File: src/logic/rsc_defs.svh
// Register offsets, field positions and reset values of the strap loader.
// Assumes byte addresses on a 32-bit register port.
`ifndef RSC_DEFS_SVH
`define RSC_DEFS_SVH

// Register byte addresses
`define RSC_CFG_ADDR 32'h019c0200
`define RSC_STRAP_ADDR 32'h019c0204
`define RSC_GPIO_ENABLE_REGISTER_ADDR 32'h01b00000
`define RSC_GPIO_DIRECTION_REGISTER_ADDR 32'h01b00004
`define RSC_GPVAL_ADDR 32'h01b00008

// Field positions
`define RSC_CFG_MEMCLK_BIT 4
`define RSC_GP_SHARED_BIT 2
`define RSC_GP_INT_LO 4
`define RSC_GP_MASK 8'hf4
`define RSC_HD_LANE_BIT 12
`define RSC_HD_ORDER_BIT 8
`define RSC_HD_BOOT_HI 4
`define RSC_HD_BOOT_LO 3
`define RSC_ST_ORDER_BIT 0
`define RSC_ST_LANE_BIT 1
`define RSC_ST_BOOT_LO 2
`define RSC_ST_BOOT_HI 3
`define RSC_ST_CLK_BIT 4
`define RSC_ST_VALID_BIT 5

// Reset values
`define RSC_CFG_RST 1'b0
`define RSC_GP_RST 8'h00
`define RSC_LANE_RST 1'b1
`define RSC_ORDER_RST 1'b1
`define RSC_BOOT_RST 2'b01
`define RSC_CLK_RST 1'b1

`endif

File: src/logic/rsc_pkg.sv
// Types shared by the strap loader and its helpers.
// Assumes nothing beyond a SystemVerilog compiler.
package rsc_pkg;

	// Strap capture phase, Gray coded
	typedef enum logic [1:0] {
		RSC_HOLD = 2'b00,
		RSC_RUN = 2'b01
	} rsc_phase_t;

	// Access size on the external memory bus: 8, 16 or 32 bits
	typedef enum logic [1:0] {
		RSC_SZ_8 = 2'b00,
		RSC_SZ_16 = 2'b01,
		RSC_SZ_32 = 2'b10
	} rsc_size_t;

	// Boot source decode
	typedef enum logic [1:0] {
		RSC_BOOT_HOST = 2'b00,
		RSC_BOOT_ROM8 = 2'b01,
		RSC_BOOT_ROM16 = 2'b10,
		RSC_BOOT_ROM32 = 2'b11
	} rsc_boot_t;

	// Strap pins as sampled
	typedef struct packed {
		logic clk_kind;
		logic lane;
		logic order;
		logic [1:0] boot;
	} rsc_pins_t;

	// Captured strap settings
	typedef struct packed {
		logic lane_corr;
		logic little;
		rsc_boot_t boot;
		logic clk_square;
	} rsc_straps_t;

	// Register port request
	typedef struct packed {
		logic wr;
		logic rd;
		logic [31:0] addr;
		logic [31:0] wdata;
	} rsc_reg_req_t;

	// External memory request from the memory controller
	typedef struct packed {
		logic req;
		rsc_size_t size;
		logic [31:0] wdata;
	} rsc_mem_req_t;

	// Lane-placed external data
	typedef struct packed {
		logic [31:0] data;
		logic [3:0] be;
		logic valid;
	} rsc_mem_bus_t;

	// Whole state of the top module
	typedef struct packed {
		rsc_phase_t phase;
		rsc_straps_t straps;
		logic boot_host;
		logic clk_rsv;
		logic mem_clk_pin;
		logic [7:0] gp_en;
		logic [7:0] gp_dir;
		logic [7:0] gp_val;
		logic [31:0] rdata;
		logic half_clk;
		rsc_mem_bus_t ext;
		logic [3:0] irq;
		logic gp2_out;
		logic gp2_oe_n;
	} rsc_state_t;

endpackage

File: src/logic/rsc_top.sv
// Reset strap loader: captures straps, holds post-reset config, pin sharing.
// Assumes a plain register port on core_clk and strap pins from the board.
//
// How it works
// - Straps must hold through reset; values are taken at reset release.
// - Lane correction off: narrow memory data always on the lowest lane.
// - Lane correction on: narrow data on top lane in big-endian only.
// - Byte-order strap 0 gives big-endian, 1 gives little-endian.
// - Boot field: 00 host boot, else ROM boot at 8, 16, 32 bits.
// - Clock-kind strap 1 means square wave; 0 is reserved.
// - Software-writable config register for settings without a strap.
// - Shared pin is half-rate clock until enabled and set as GPIO.
// - Interrupts 7..4 pass only when pins enabled, inputs, and unmasked.
// - Config bit 4 picks memory clock: 0 internal, 1 external pin.
//
// The address-and-strobe port was chosen for this implementation.
`timescale 1ns/1ps
`include "rsc_defs.svh"
module rsc_top
	import rsc_pkg::*;
#(
	parameter int GP_W = 8
) (
	input wire logic core_clk,
	input wire logic rst,
	input wire rsc_reg_req_t reg_req,
	output logic [31:0] reg_rdata,
	input wire logic [15:0] host_data_in,
	input wire logic clock_kind_pin,
	input wire rsc_mem_req_t mem_req,
	output rsc_mem_bus_t ext_bus,
	input wire logic [GP_W-1:0] gp_pin_in,
	input wire logic [3:0] core_int_enable,
	output logic [3:0] irq_to_core,
	output logic gp2_out,
	output logic gp2_oe_n,
	output logic byte_order_select,
	output logic byte_lane_correction,
	output logic boot_from_host,
	output rsc_boot_t boot_mode,
	output logic clock_kind_square,
	output logic clock_kind_reserved,
	output logic mem_clk_from_pin,
	output logic straps_valid
);

	////////////////////////////////////////////////////////////////////////
	// Elaboration check
	if (GP_W != 8) begin : g_bad_width
		$error("rsc_top: GP_W must be 8");
	end

	////////////////////////////////////////////////////////////////////////
	// Register select codes
	localparam logic [2:0] SEL_NONE = 3'h0;
	localparam logic [2:0] SEL_CFG = 3'h1;
	localparam logic [2:0] SEL_STRAP = 3'h2;
	localparam logic [2:0] SEL_GPIO_ENABLE_REGISTER = 3'h3;
	localparam logic [2:0] SEL_GPIO_DIRECTION_REGISTER = 3'h4;
	localparam logic [2:0] SEL_GPVAL = 3'h5;

	// Reset state
	localparam rsc_straps_t STRAP_RST = '{
		lane_corr: `RSC_LANE_RST,
		little: `RSC_ORDER_RST,
		boot: rsc_boot_t'(`RSC_BOOT_RST),
		clk_square: `RSC_CLK_RST
	};
	localparam rsc_state_t STATE_RST = '{
		phase: RSC_HOLD,
		straps: STRAP_RST,
		boot_host: 1'b0,
		clk_rsv: 1'b0,
		mem_clk_pin: `RSC_CFG_RST,
		gp_en: `RSC_GP_RST,
		gp_dir: `RSC_GP_RST,
		gp_val: `RSC_GP_RST,
		rdata: 32'h00000000,
		half_clk: 1'b0,
		ext: '{data: 32'h00000000, be: 4'h0, valid: 1'b0},
		irq: 4'h0,
		gp2_out: 1'b0,
		gp2_oe_n: 1'b0
	};

	// Address decode shared by reads and writes
	function automatic logic [2:0] reg_sel(input logic [31:0] a);
		case (a)
		`RSC_CFG_ADDR: reg_sel = SEL_CFG;
		`RSC_STRAP_ADDR: reg_sel = SEL_STRAP;
		`RSC_GPIO_ENABLE_REGISTER_ADDR: reg_sel = SEL_GPIO_ENABLE_REGISTER;
		`RSC_GPIO_DIRECTION_REGISTER_ADDR: reg_sel = SEL_GPIO_DIRECTION_REGISTER;
		`RSC_GPVAL_ADDR: reg_sel = SEL_GPVAL;
		default: reg_sel = SEL_NONE;
		endcase
	endfunction

	rsc_state_t s;
	rsc_state_t next_s;
	rsc_pins_t pins_raw;
	rsc_pins_t pins_sync;
	logic [GP_W-1:0] gp_sync;
	rsc_mem_bus_t steered;
	logic [3:0] irq_allow;
	logic [2:0] wsel;
	logic [2:0] rsel;
	logic [31:0] strap_word;

	////////////////////////////////////////////////////////////////////////
	// Pin synchronisers
	assign pins_raw = '{
		clk_kind: clock_kind_pin,
		lane: host_data_in[`RSC_HD_LANE_BIT],
		order: host_data_in[`RSC_HD_ORDER_BIT],
		boot: host_data_in[`RSC_HD_BOOT_HI:`RSC_HD_BOOT_LO]
	};

	rsc_sync2 #(
		.W($bits(rsc_pins_t))
	) u_strap_sync (
		.core_clk(core_clk),
		.d(pins_raw),
		.q(pins_sync)
	);

	rsc_sync2 #(
		.W(GP_W)
	) u_gp_sync (
		.core_clk(core_clk),
		.d(gp_pin_in),
		.q(gp_sync)
	);

	////////////////////////////////////////////////////////////////////////
	// Lane placement from the captured straps
	rsc_lane_steer u_steer (
		.lane_corr(s.straps.lane_corr),
		.little(s.straps.little),
		.req(mem_req),
		.bus(steered)
	);

	////////////////////////////////////////////////////////////////////////
	// Decode and helper terms
	assign wsel = reg_sel(reg_req.addr);
	assign rsel = wsel;
	assign strap_word = {26'h0, s.phase[0], s.straps.clk_square,
		s.straps.boot, s.straps.lane_corr, s.straps.little};

	// Interrupt gate per line: enabled, input, unmasked
	genvar gi;
	for (gi = 0; gi < 4; gi++) begin : g_irq
		assign irq_allow[gi] = gp_sync[`RSC_GP_INT_LO + gi] &
			s.gp_en[`RSC_GP_INT_LO + gi] &
			~s.gp_dir[`RSC_GP_INT_LO + gi] & core_int_enable[gi];
	end

	////////////////////////////////////////////////////////////////////////
	// Next state
	always_comb begin
		next_s = s;
		next_s.half_clk = ~s.half_clk;

		// Strap capture on the first edge after reset release
		case (s.phase)
		RSC_HOLD: begin
			next_s.straps.lane_corr = pins_sync.lane;
			next_s.straps.little = pins_sync.order;
			next_s.straps.boot = rsc_boot_t'(pins_sync.boot);
			next_s.boot_host = (pins_sync.boot == 2'b00);
			next_s.straps.clk_square = pins_sync.clk_kind;
			next_s.clk_rsv = ~pins_sync.clk_kind;
			next_s.phase = RSC_RUN;
		end
		RSC_RUN: begin
			next_s.phase = RSC_RUN;
		end
		default: begin
			next_s.phase = RSC_HOLD;
		end
		endcase

		// Register writes; reserved bits are dropped
		if (reg_req.wr) begin
			case (wsel)
			SEL_CFG: begin
				next_s.mem_clk_pin = reg_req.wdata[`RSC_CFG_MEMCLK_BIT];
			end
			SEL_GPIO_ENABLE_REGISTER: begin
				next_s.gp_en = reg_req.wdata[7:0] & `RSC_GP_MASK;
			end
			SEL_GPIO_DIRECTION_REGISTER: begin
				next_s.gp_dir = reg_req.wdata[7:0] & `RSC_GP_MASK;
			end
			SEL_GPVAL: begin
				next_s.gp_val = reg_req.wdata[7:0] & `RSC_GP_MASK;
			end
			default: begin
			end
			endcase
		end

		// Read data stands for one cycle only
		next_s.rdata = 32'h00000000;
		if (reg_req.rd) begin
			case (rsel)
			SEL_CFG: begin
				next_s.rdata[`RSC_CFG_MEMCLK_BIT] = s.mem_clk_pin;
			end
			SEL_STRAP: next_s.rdata = strap_word;
			SEL_GPIO_ENABLE_REGISTER: next_s.rdata[7:0] = s.gp_en;
			SEL_GPIO_DIRECTION_REGISTER: next_s.rdata[7:0] = s.gp_dir;
			SEL_GPVAL: next_s.rdata[7:0] = gp_sync & `RSC_GP_MASK;
			default: next_s.rdata = 32'h00000000;
			endcase
		end

		// Lane-placed memory data, registered
		next_s.ext = steered;

		// Shared pin: clock unless enabled as GPIO
		if (s.gp_en[`RSC_GP_SHARED_BIT]) begin
			next_s.gp2_oe_n = ~s.gp_dir[`RSC_GP_SHARED_BIT];
			next_s.gp2_out = s.gp_dir[`RSC_GP_SHARED_BIT] &
				s.gp_val[`RSC_GP_SHARED_BIT];
		end else begin
			next_s.gp2_oe_n = 1'b0;
			next_s.gp2_out = next_s.half_clk;
		end

		// Interrupt forwarding
		next_s.irq = irq_allow;
	end

	////////////////////////////////////////////////////////////////////////
	// State register
	always_ff @(posedge core_clk) begin
		if (rst) begin
			s <= STATE_RST;
		end else begin
			s <= next_s;
		end
	end

	////////////////////////////////////////////////////////////////////////
	// Outputs, all straight from the state register
	assign reg_rdata = s.rdata;
	assign ext_bus = s.ext;
	assign irq_to_core = s.irq;
	assign gp2_out = s.gp2_out;
	assign gp2_oe_n = s.gp2_oe_n;
	assign byte_order_select = s.straps.little;
	assign byte_lane_correction = s.straps.lane_corr;
	assign boot_from_host = s.boot_host;
	assign boot_mode = s.straps.boot;
	assign clock_kind_square = s.straps.clk_square;
	assign clock_kind_reserved = s.clk_rsv;
	assign mem_clk_from_pin = s.mem_clk_pin;
	assign straps_valid = s.phase[0];

	////////////////////////////////////////////////////////////////////////
	// Checks
	a_strap_capture: assert property (
		@(posedge core_clk) disable iff (rst)
		!rst && s.phase == RSC_HOLD |=> straps_valid &&
			boot_mode == $past(pins_sync.boot) &&
			byte_lane_correction == $past(pins_sync.lane) &&
			byte_order_select == $past(pins_sync.order))
		else $error("straps not taken at reset release");

	a_straps_hold: assert property (
		@(posedge core_clk) disable iff (rst)
		straps_valid |=> $stable(byte_order_select) &&
			$stable(byte_lane_correction) && $stable(boot_mode) &&
			$stable(clock_kind_square))
		else $error("captured straps changed after release");

	a_low_lane: assert property (
		@(posedge core_clk) disable iff (rst)
		ext_bus.valid && !byte_lane_correction |-> ext_bus.be[0])
		else $error("narrow data off the low lane");

	a_high_lane: assert property (
		@(posedge core_clk) disable iff (rst)
		mem_req.req &&
			(mem_req.size == RSC_SZ_8 || mem_req.size == RSC_SZ_16) &&
			byte_lane_correction && !byte_order_select
			|=> ext_bus.be[3] && !ext_bus.be[0])
		else $error("big-endian narrow data not on top lane");

	a_boot_decode: assert property (
		@(posedge core_clk) disable iff (rst)
		straps_valid |-> boot_from_host == (boot_mode == RSC_BOOT_HOST))
		else $error("boot source decode wrong");

	a_clock_kind: assert property (
		@(posedge core_clk) disable iff (rst)
		straps_valid |-> clock_kind_reserved != clock_kind_square)
		else $error("clock kind flags disagree");

	a_cfg_write: assert property (
		@(posedge core_clk) disable iff (rst)
		reg_req.wr && wsel == SEL_CFG |=>
			mem_clk_from_pin == $past(reg_req.wdata[`RSC_CFG_MEMCLK_BIT]))
		else $error("memory clock select not written");

	a_cfg_read: assert property (
		@(posedge core_clk) disable iff (rst)
		reg_req.rd && rsel == SEL_CFG |=>
			reg_rdata == {27'h0, $past(mem_clk_from_pin), 4'h0})
		else $error("config read wrong");

	a_pin_clock: assert property (
		@(posedge core_clk) disable iff (rst)
		!s.gp_en[`RSC_GP_SHARED_BIT] ##1 !s.gp_en[`RSC_GP_SHARED_BIT] |=>
			!gp2_oe_n && gp2_out != $past(gp2_out))
		else $error("shared pin not toggling as clock");

	a_irq_gate: assert property (
		@(posedge core_clk) disable iff (rst)
		(irq_to_core & ~($past(core_int_enable) &
			$past(gp_sync[`RSC_GP_INT_LO +: 4]) &
			$past(s.gp_en[`RSC_GP_INT_LO +: 4]) &
			~$past(s.gp_dir[`RSC_GP_INT_LO +: 4]))) == 4'h0)
		else $error("interrupt passed without enable");
endmodule

File: src/logic/rsc_sync2.sv
// Two-flop synchroniser for pin levels.
// Assumes slowly changing levels; no reset, the pipe fills while reset is held.
`timescale 1ns/1ps
module rsc_sync2 #(
	parameter int W = 1
) (
	input wire logic core_clk,
	input wire logic [W-1:0] d,
	output logic [W-1:0] q
);
	logic [W-1:0] meta;

	// Elaboration check
	if (W < 1) begin : g_bad_width
		$error("rsc_sync2: W must be at least 1");
	end

	////////////////////////////////////////////////////////////////////////
	// First stage feeds only the second
	always_ff @(posedge core_clk) begin
		meta <= d;
		q <= meta;
	end
endmodule

File: src/logic/rsc_lane_steer.sv
// Places narrow external-memory write data on a byte lane.
// Assumes the caller registers the result.
`timescale 1ns/1ps
module rsc_lane_steer
	import rsc_pkg::*;
(
	input wire logic lane_corr,
	input wire logic little,
	input wire rsc_mem_req_t req,
	output rsc_mem_bus_t bus
);
	logic high;

	////////////////////////////////////////////////////////////////////////
	// High lane only with correction on in big-endian order
	assign high = lane_corr & ~little;

	always_comb begin
		bus.valid = req.req;
		case (req.size)
		RSC_SZ_8: begin
			bus.be = high ? 4'h8 : 4'h1;
			bus.data = high ? {req.wdata[7:0], 24'h000000} :
				{24'h000000, req.wdata[7:0]};
		end
		RSC_SZ_16: begin
			bus.be = high ? 4'hc : 4'h3;
			bus.data = high ? {req.wdata[15:0], 16'h0000} :
				{16'h0000, req.wdata[15:0]};
		end
		default: begin
			bus.be = 4'hf;
			bus.data = req.wdata;
		end
		endcase
	end
endmodule

File: config.mk
export PLATFORM = sky130hd
export DESIGN_NAME = rsc_top
export DESIGN_NICKNAME = d
export VERILOG_FILES = /design/src/logic/rsc_pkg.sv /design/src/logic/rsc_top.sv /design/src/logic/rsc_sync2.sv /design/src/logic/rsc_lane_steer.sv
export VERILOG_INCLUDE_DIRS = /design/src /design/src/logic
export SDC_FILE = /design/constraint.sdc
export NUM_CORES = 1
export LEC_CHECK = 0
export BUFFER_PORTS_ARGS = -buffer_cell sky130_fd_sc_hd__clkbuf_2
export CAP_MARGIN = 20
export CORE_ASPECT_RATIO = 0.7
export CORE_UTILIZATION = 39
export DETAILED_ROUTE_END_ITERATION = 8
export GPL_ROUTABILITY_DRIVEN = 0
export GPL_TIMING_DRIVEN = 0
export PLACE_DENSITY = 0.72
export SLEW_MARGIN = 20
export SYNTH_ARGS = -nofsm -noshare
export SYNTH_HDL_FRONTEND = slang
export SYNTH_SLANG_ARGS = --single-unit
File: constraint.sdc
create_clock -name core_clk -period 2.05 [get_ports core_clk]
set_input_delay 0.615 -clock core_clk [delete_from_list [all_inputs] [get_ports core_clk]]
set_output_delay 0.615 -clock core_clk [all_outputs]
set_load 0.02 [all_outputs]
### Word level (Yosys, flattened, before mapping)

Cells that the tools add are included.

* bits in registers: 123
* bits in writable memories: 0
* bits in latches: 0
* output and inout port bits: 84
* memory bits (read-only): 0
* word-level logic and storage cells: 81
* memories kept: 0

* reductions and logical operators: 10
* bitwise gates (word level): 24
* shift-type cells: 0
* equality and inequality tests: 12
* mux-type cells: 11
* $mul: 0
* div/mod/pow operators: 0
* order comparisons: 0
* $add $sub $neg: 0

Operators with widths (count)
* == test 32 x 25 -> 1 bit (second input constant): 5
* one-hot mux 36 bit (2 select lines): 1
* two-way mux 32 bit: 2
* one-hot mux 4 bit (4 select lines): 1
* one-hot mux 3 bit (5 select lines): 1
* bitwise AND 1 bit: 14
* one-hot mux 3 bit (4 select lines): 1
* inverter 1 bit: 10
* two-way mux 4 bit: 2
* AND reduction 2 bit: 4
* == test 3 x 2 -> 1 bit (second input constant): 2
* == test 3 bit (second input constant): 2
* logical NOT 2 bit: 3
* OR reduction 2 bit: 3
* one-hot mux 1 bit (5 select lines): 1
* == test 2 x 1 -> 1 bit (second input constant): 2
* == test 3 x 1 -> 1 bit (second input constant): 1
* two-way mux 2 bit: 1
* two-way mux 1 bit: 1

### Depth between registers and ports, before layout

Gate-level depths: netlist of run 1.

* depth in word-level cells: 4
* mapped depth: 7
* mapped depth without buffers: 5

### Hierarchy

A second synthesis of run 1 with hierarchy kept.

* cell total of the unflattened synthesis: 398
* area, all modules: 4122.7 um2

Modules (own cells, without submodules)
* rsc_top: times used 1, cells an instance 310, area each 3135.5 um2
* rsc_lane_steer: times used 1, cells an instance 62, area each 466.7 um2
* rsc_sync2 (u_gp_sync): times used 1, cells an instance 16, area each 320.3 um2
* rsc_sync2 (u_strap_sync): times used 1, cells an instance 10, area each 200.2 um2

### Worst setup path after synthesis of run 1

OpenSTA, ideal clock, no wires.

* kind: input to register
* start: in reg_req[59] (netlist name)
* end: reg s[86] (netlist name)
* path buffers: 1
* setup time: 128 ps
* stages: 6
* arrival time: 1962 ps
* slack: -39 ps
* data required time: 1922 ps
* path through: nor4b_4 nand4_4 or4_1 buf_2 mux2i_1 nor2_1

* cells in the longest elaborated chain, start to end: 4

RTL lines
* start: declaration: line rsc_top.sv:26 `input wire rsc_reg_req_t reg_req,`
* == test 32 x 25 -> 1 bit: line rsc_top.sv:88 `case (a)`
* one-hot mux 3 bit (5 select lines) *: line rsc_top.sv:88
* == test 3 bit *: line rsc_top.sv:185 `case (wsel)`
* AND reduction 2 bit (no line) *
* end signal: assignment: line rsc_top.sv:241 `s <= next_s;`
* end: declaration: line rsc_top.sv:98 `rsc_state_t s;`

Mark *: on every way between the ends. The rest lies on a longest branch, timed or not.
A chain may end at the register's enable or synchronous reset.

### Worst setup path in the final report of run 1

* start: in reg_req[50] (netlist name)
* end: reg s[94] (netlist name)

* cells in the longest elaborated chain, start to end: 4

RTL lines (line)
* == test 32 x 25 -> 1 bit: rsc_top.sv:88
* one-hot mux 3 bit (5 select lines) *: rsc_top.sv:88
* == test 3 x 2 -> 1 bit *: rsc_top.sv:185
* AND reduction 2 bit (no line) *

Marked as above.

==> flow_metrics.env, run 1 <==
export IMPL_status="finished clean"
export IMPL_syn_to_final_growth_pct=36.4
export IMPL_postSynthAreaPerCell_um2=10.2
export IMPL_antenna_found_initial=0
export IMPL_start_util_pct=40.5
export IMPL_dr_total_vias=2935
export IMPL_hold_path_class="register to register"
export IMPL_insertion_delay_ns=0.34
export IMPL_die_h_um=83.4
export IMPL_relSlewSlack_pct=60.6
export IMPL_synth_most_common_cell="dfxtp_1"
export IMPL_htreeDepth=3
export IMPL_worstPathRequired_ns=2.26
export IMPL_dominantRegCellSynth="dfxtp_1"
export IMPL_yosys_area_top_type="dfxtp_1"
export IMPL_drive_gt1_share_pct=48.5
export IMPL_synth_edf_count=0
export IMPL_cts_buffer_depth=2
export IMPL_grt_use_total_pct=18.2
export IMPL_yosysTopAreaCellShare_pct=49.9
export IMPL_hpwlAfterDp_um=6930
export IMPL_pre_cts_ws_ns=-0.408
export IMPL_reg2reg_setup_slack_ns=0.43
export IMPL_grt_max_degree=16
export IMPL_synth_seq_cells=92
export IMPL_leakagePower_nw=2.48
export IMPL_wl_per_cell_um=13.0
export IMPL_setup_violations_final=0
export IMPL_synthTopCellsByCount="92 x dfxtp_1, 75 x buf_4, 46 x nor2_1"
export IMPL_io_pins=216
export IMPL_criticalPathCategory="primary input to register"
export IMPL_die_w_um=118
export IMPL_hold_viol=0
export IMPL_power_total_w=0.00405
export IMPL_endpoint_kind="register"
export IMPL_yosysSeqAreaShare_pct=49.9
export IMPL_synth_area_mm2=0.00369
export IMPL_worst_pin_slew_ns=0.590
export IMPL_cap_violations=0
export IMPL_cp_max_fo=5
export IMPL_yosysWarnings=0
export IMPL_post_route_util_pct=55.3
export IMPL_setup_ws_ns=0.0766
export IMPL_start_kind="primary input"
export IMPL_grt_remaining_overflow=0
export IMPL_synth_cell_types=38
export IMPL_antenna_cells=0
export IMPL_cp_arrival_ns=2.18
export IMPL_skew_ns=0.00531
export IMPL_rows=29
export IMPL_root_buffer="clkbuf_16"
export IMPL_fin_nets=675
export IMPL_cts_clk_slew_worst_paths_ns=0.06
export IMPL_cts_tree="built"
export IMPL_portBuffers=144
export IMPL_synth_area_leaders="dfxtp_1 50%, buf_4 15%, mux2i_1 5.4%, nor2_1 4.7%, a22oi_1 3.7%"
export IMPL_hold_buffers=0
export IMPL_antenna_left=0
export IMPL_wirelength_um=8730
export IMPL_fp_dieArea_mm2=0.00987
export IMPL_syn_inst=363
export IMPL_nFillCells=837
export IMPL_numCtsBuffers=9
export IMPL_drc=0
export IMPL_vdd_ir_drop_max_v=0.000400
export IMPL_numClockSinks=92
export IMPL_finalCritPeriodShare_pct=96.3
export IMPL_drtIter0Drc=140
export IMPL_power_density_mw_per_mm2=804
export IMPL_first_global_vias=2797
export IMPL_grt_pass1_wl_um=13700
export IMPL_period_needed_ns=1.97
export IMPL_drv_slew=0
export IMPL_core_area_mm2=0.00911
export IMPL_max_freq_mhz=507
export IMPL_drtPass1Iterations=4
export IMPL_async_flop_share_pct=0
export IMPL_viasPerCell=4.37
-- cell usage in the layout (no fill, tap or decap), types with 2 or more instances in the layout --
cell type	Yosys	routed
buf_4	75	77
nand2_1	11	9
mux2i_1	20	20
a21oi_1	5	5
nand2_2	0	2
a221oi_1	2	2
nor2b_1	6	5
nand4b_1	3	3
o21ai_0	2	2
nor3b_1	2	2
a211o_1	2	2
clkbuf_1	12	12
clkbuf_16	0	9
nor2_1	46	45
clkinvlp_4	0	3
nor4b_4	1	2
mux2_2	8	8
a22oi_1	18	18
nor4_4	2	3
nor3_1	4	3
nor4_1	7	4
nand3b_1	2	2
nor4_2	1	3
inv_1	3	3
conb_1	1	24
nand4_1	2	2
clkbuf_2	0	145
nand3_1	2	2
dfxtp_1	92	92
and2_1	20	20
-- per-stage QoR --
stage / instances / hold WS (ns) / setup TNS, ns / cell area (µm²)
after floorplan: 386 / 0.310 / -0.00805 / 3820
after global placement: 654 / 0.312 / -7.03 / 4690
after detailed placement: 654 / 0.312 / -8.42 / 4690
after CTS: 670 / 0.327 / 0 / 5000
after global routing: 672 / 0.330 / -0.0532 / 5040
final: 672 / 0.326 / 0 / 5040
-- layer usage --
metal / track usage [%] / vias up / part of all wire, %
li1: - / 1488 / -
met2: 27.5 / 97 / 45
met3: 5.98 / 14 / 7.8
met4: 7.11 / 0 / 1.4
met1: 23.9 / 1336 / 46
met5: 0 / - / 0
-- cell families after synthesis --
| logic type | count (synthesis) | share of synthesized area (%) |
|---|---|---|
| buffers and inverters | 92 | 17.0 |
| AOI/OAI and AO/OA | 31 | 6.00 |
| other | 1 | 0.102 |
| muxes | 28 | 7.86 |
| DFF | 92 | 49.9 |
| and+or+nand+nor | 119 | 19.1 |
-- final timing paths --
check	from	endpoint	cells past startpoint
min reg2reg	u_strap_sync.meta[2]	u_strap_sync.q[2]	0
max	reg_req[50]	s[94]	6
max reg2reg	byte_lane_correction	ext_bus[14]	4
min	u_strap_sync.meta[2]	u_strap_sync.q[2]	0
-- worst max-delay path, stage by stage --
cell and delay (ns):
clkbuf_2 0.11, nor4b_4 0.39, nand3b_1 0.18, nor4_4 0.56
mux2i_1 0.26, nor2_1 0.06
-- power by group --
group	total [W]	internal, W	switching, W
clock	0.00166	0.000980	0.000679
sequential	0.00189	0.00186	0.0000263
combinational	0.000503	0.000234	0.000269
-- final cells by class --
cell class | instances | area, µm² | share of cell area, %
multi-input combinational | 202 | 1360 | 27.1
clock inverter | 5 | 61.3 | 1.22
tap | 124 | 155 | 3.08
sequential | 92 | 1840 | 36.6
clock buffer | 11 | 243 | 4.82
inverter | 3 | 11.3 | 0.224
buffer | 89 | 626 | 12.4
timing repair buffer | 146 | 736 | 14.6
-- state kept, by name (all words and copies together), names as in the netlist, 2 cells and up --
signal,flops
u_gp_sync.meta,5
u_strap_sync.q,5
u_strap_sync.meta,5
u_gp_sync.q,5
irq_to_core,4
boot_mode,2
s,12
reg_rdata,8
ext_bus,37
-- repair_timing --
action,in CTS,in global routing
pin swaps,0,2
endpoints found under the setup margin,8,9
buffers inserted,0,2
resized for setup,1,4
No activity file was read; power rests on OpenSTA's default activity.
==> inputs of run 2 (changes only) <==
--- a/config.mk
+++ b/config.mk
@@ -6,7 +6,7 @@
 export SDC_FILE = /design/constraint.sdc
 export NUM_CORES = 1
 export LEC_CHECK = 0
-export BUFFER_PORTS_ARGS = -buffer_cell sky130_fd_sc_hd__clkbuf_2
+export BUFFER_PORTS_ARGS = -buffer_cell sky130_fd_sc_hd__buf_2
 export CAP_MARGIN = 20
 export CORE_ASPECT_RATIO = 0.7
 export CORE_UTILIZATION = 39
@@ -14,6 +14,7 @@
 export GPL_ROUTABILITY_DRIVEN = 0
 export GPL_TIMING_DRIVEN = 0
 export PLACE_DENSITY = 0.72
+export SKIP_CTS_REPAIR_TIMING = 1
 export SLEW_MARGIN = 20
 export SYNTH_ARGS = -nofsm -noshare
 export SYNTH_HDL_FRONTEND = slang
==> run 2 against run 1 <==
Compared with the run above:
- largest cell class unchanged
- clock power up 4%
- largest power group unchanged
- register-to-register slack worse by 0.06 ns
- first-iteration DRC count up 46%
==> flow_metrics.env, run 2 (same netlist as run 1, synthesis figures left out) <==
export IMPL_status="finished clean"
export IMPL_grt_pass1_wl_um=13300
export IMPL_whs_endpoint="u_strap_sync.q[3]"
export IMPL_fp_dieArea_mm2=0.00987
export IMPL_start_kind="primary input"
export IMPL_cp_max_fo=4
export IMPL_path_buf_inv=1
export IMPL_rr_worst_depth=4
export IMPL_drive_gt1_share_pct=48.2
export IMPL_hold_viol=0
export IMPL_max_freq_mhz=500
export IMPL_fin_nets=675
export IMPL_htreeDepth=3
export IMPL_wl_per_cell_um=12.8
export IMPL_leakagePower_nw=2.50
export IMPL_antenna_left=0
export IMPL_vdd_ir_drop_max_v=0.000422
export IMPL_holdPathStages=0
export IMPL_reg2reg_from="byte_lane_correction"
export IMPL_insertion_delay_ns=0.33
export IMPL_power_total_w=0.00411
export IMPL_dr_total_vias=2948
export IMPL_final_cell_mix="145 x buf_2, 92 x dfxtp_1, 77 x buf_4, 45 x nor2_1, 24 x conb_1"
export IMPL_final_common_cell="buf_2"
export IMPL_wirelength_um=8580
export IMPL_endpoint_kind="register"
export IMPL_rows=29
export IMPL_path_cells="buf_2, or4b_2, nor4_1, nand4_1, a21oi_1"
export IMPL_drtPass1Iterations=6
export IMPL_reg2reg_setup_slack_ns=0.37
export IMPL_pre_cts_ws_ns=-0.457
export IMPL_antenna_found_initial=0
export IMPL_power_density_mw_per_mm2=815
export IMPL_nFillCells=828
export IMPL_first_global_vias=2651
export IMPL_numCtsBuffers=9
export IMPL_worstHoldStart="u_strap_sync.meta[3]"
export IMPL_drc=0
export IMPL_grt_use_total_pct=17.5
export IMPL_io_pins=216
export IMPL_grt_max_degree=16
export IMPL_max_stage_delay_ns=0.73
export IMPL_portBuffers=144
export IMPL_cap_violations=0
export IMPL_syn_to_final_growth_pct=36.5
export IMPL_worst_pin_slew_ns=0.579
export IMPL_finalCritPeriodShare_pct=97.7
export IMPL_largest_reg_flops=37
export IMPL_start_util_pct=40.5
export IMPL_cts_buffer_depth=2
export IMPL_place_inst=654
export IMPL_viasPerCell=4.39
export IMPL_cp_slowest_cell="or4b_2"
export IMPL_criticalPathCategory="primary input to register"
export IMPL_setup_ws_ns=0.0481
export IMPL_core_area_mm2=0.00911
export IMPL_hold_path_class="register to register"
export IMPL_hold_slack_ns=0.326
export IMPL_die_w_um=118
export IMPL_setup_violations_final=0
export IMPL_fin_cells=672
export IMPL_rsz0062_at_grt="no"
export IMPL_skew_ns=0.00353
export IMPL_worstPathRequired_ns=2.31
export IMPL_antenna_cells=0
export IMPL_worstReg2RegEnd="ext_bus[14]"
export IMPL_cp_top_family="simple AND/OR/NAND/NOR gates"
export IMPL_cts_tree="built"
export IMPL_relSlewSlack_pct=61.1
export IMPL_numClockSinks=92
export IMPL_period_needed_ns=2.00
export IMPL_drv_slew=0
export IMPL_root_buffer="clkbuf_16"
export IMPL_cts_clk_slew_worst_paths_ns=0.06
export IMPL_die_h_um=83.4
export IMPL_drtIter0Drc=205
export IMPL_hpwlAfterDp_um=6860
export IMPL_grt_remaining_overflow=0
export IMPL_cp_arrival_ns=2.26
## run 2: worst max-delay path by stage
stage	startpoint	end	slack (ns)	depth (start not counted)
3_3_place_gp	mem_req[33]	ext_bus[20]	-0.35	5
3_5_place_dp	mem_req[33]	ext_bus[14]	-0.46	5
5_1_grt	reg_req[42]	reg_rdata[4]	0.005	6
6_report	reg_req[41]	reg_rdata[4]	0.05	5
4_1_cts	mem_req[33]	ext_bus[14]	-0.10	5
2_1_floorplan	reg_req[46]	reg_rdata[4]	-0.008	5
## run 2: area by class of cell
type                            instances  area, µm²  share of cell area, %
Sequential cell                        92       1840                   36.5
Clock inverter                          6       88.8                   1.76
Multi-Input combinational cell        202       1350                   26.9
Buffer                                 89        626                   12.4
Timing Repair Buffer                  146        736                   14.6
Inverter                                3       11.3                  0.223
Tap cell                              124        155                   3.08
Clock buffer                           10        229                   4.54
## run 2: power by group
part           total [W]  internal, W  switching [W]  leakage [nW]
sequential       0.00189      0.00186      0.0000258         0.759
combinational   0.000501     0.000234       0.000267          1.59
clock            0.00172      0.00107       0.000656         0.149
total            0.00411      0.00316       0.000949          2.50
## run 2: stage by stage
stage	setup TNS (ns)	area (µm²)	util (%)
6_report	0	5040	55.4
5_1_grt	0	5040	55.4
4_1_cts	-0.673	5010	55.0
3_5_place_dp	-9.08	4690	51.5
3_3_place_gp	-7.15	4690	51.5
2_1_floorplan	-0.00805	3820	-
## run 2: metal layers
layer / up-vias / part of all wire, % / track usage, %
met3: 8 / 6.5 / 5.08
met2: 86 / 45 / 27.0
met4: 0 / 0.86 / 4.55
li1: 1492 / - / -
met1: 1362 / 47 / 23.8
met5: - / 0 / 0
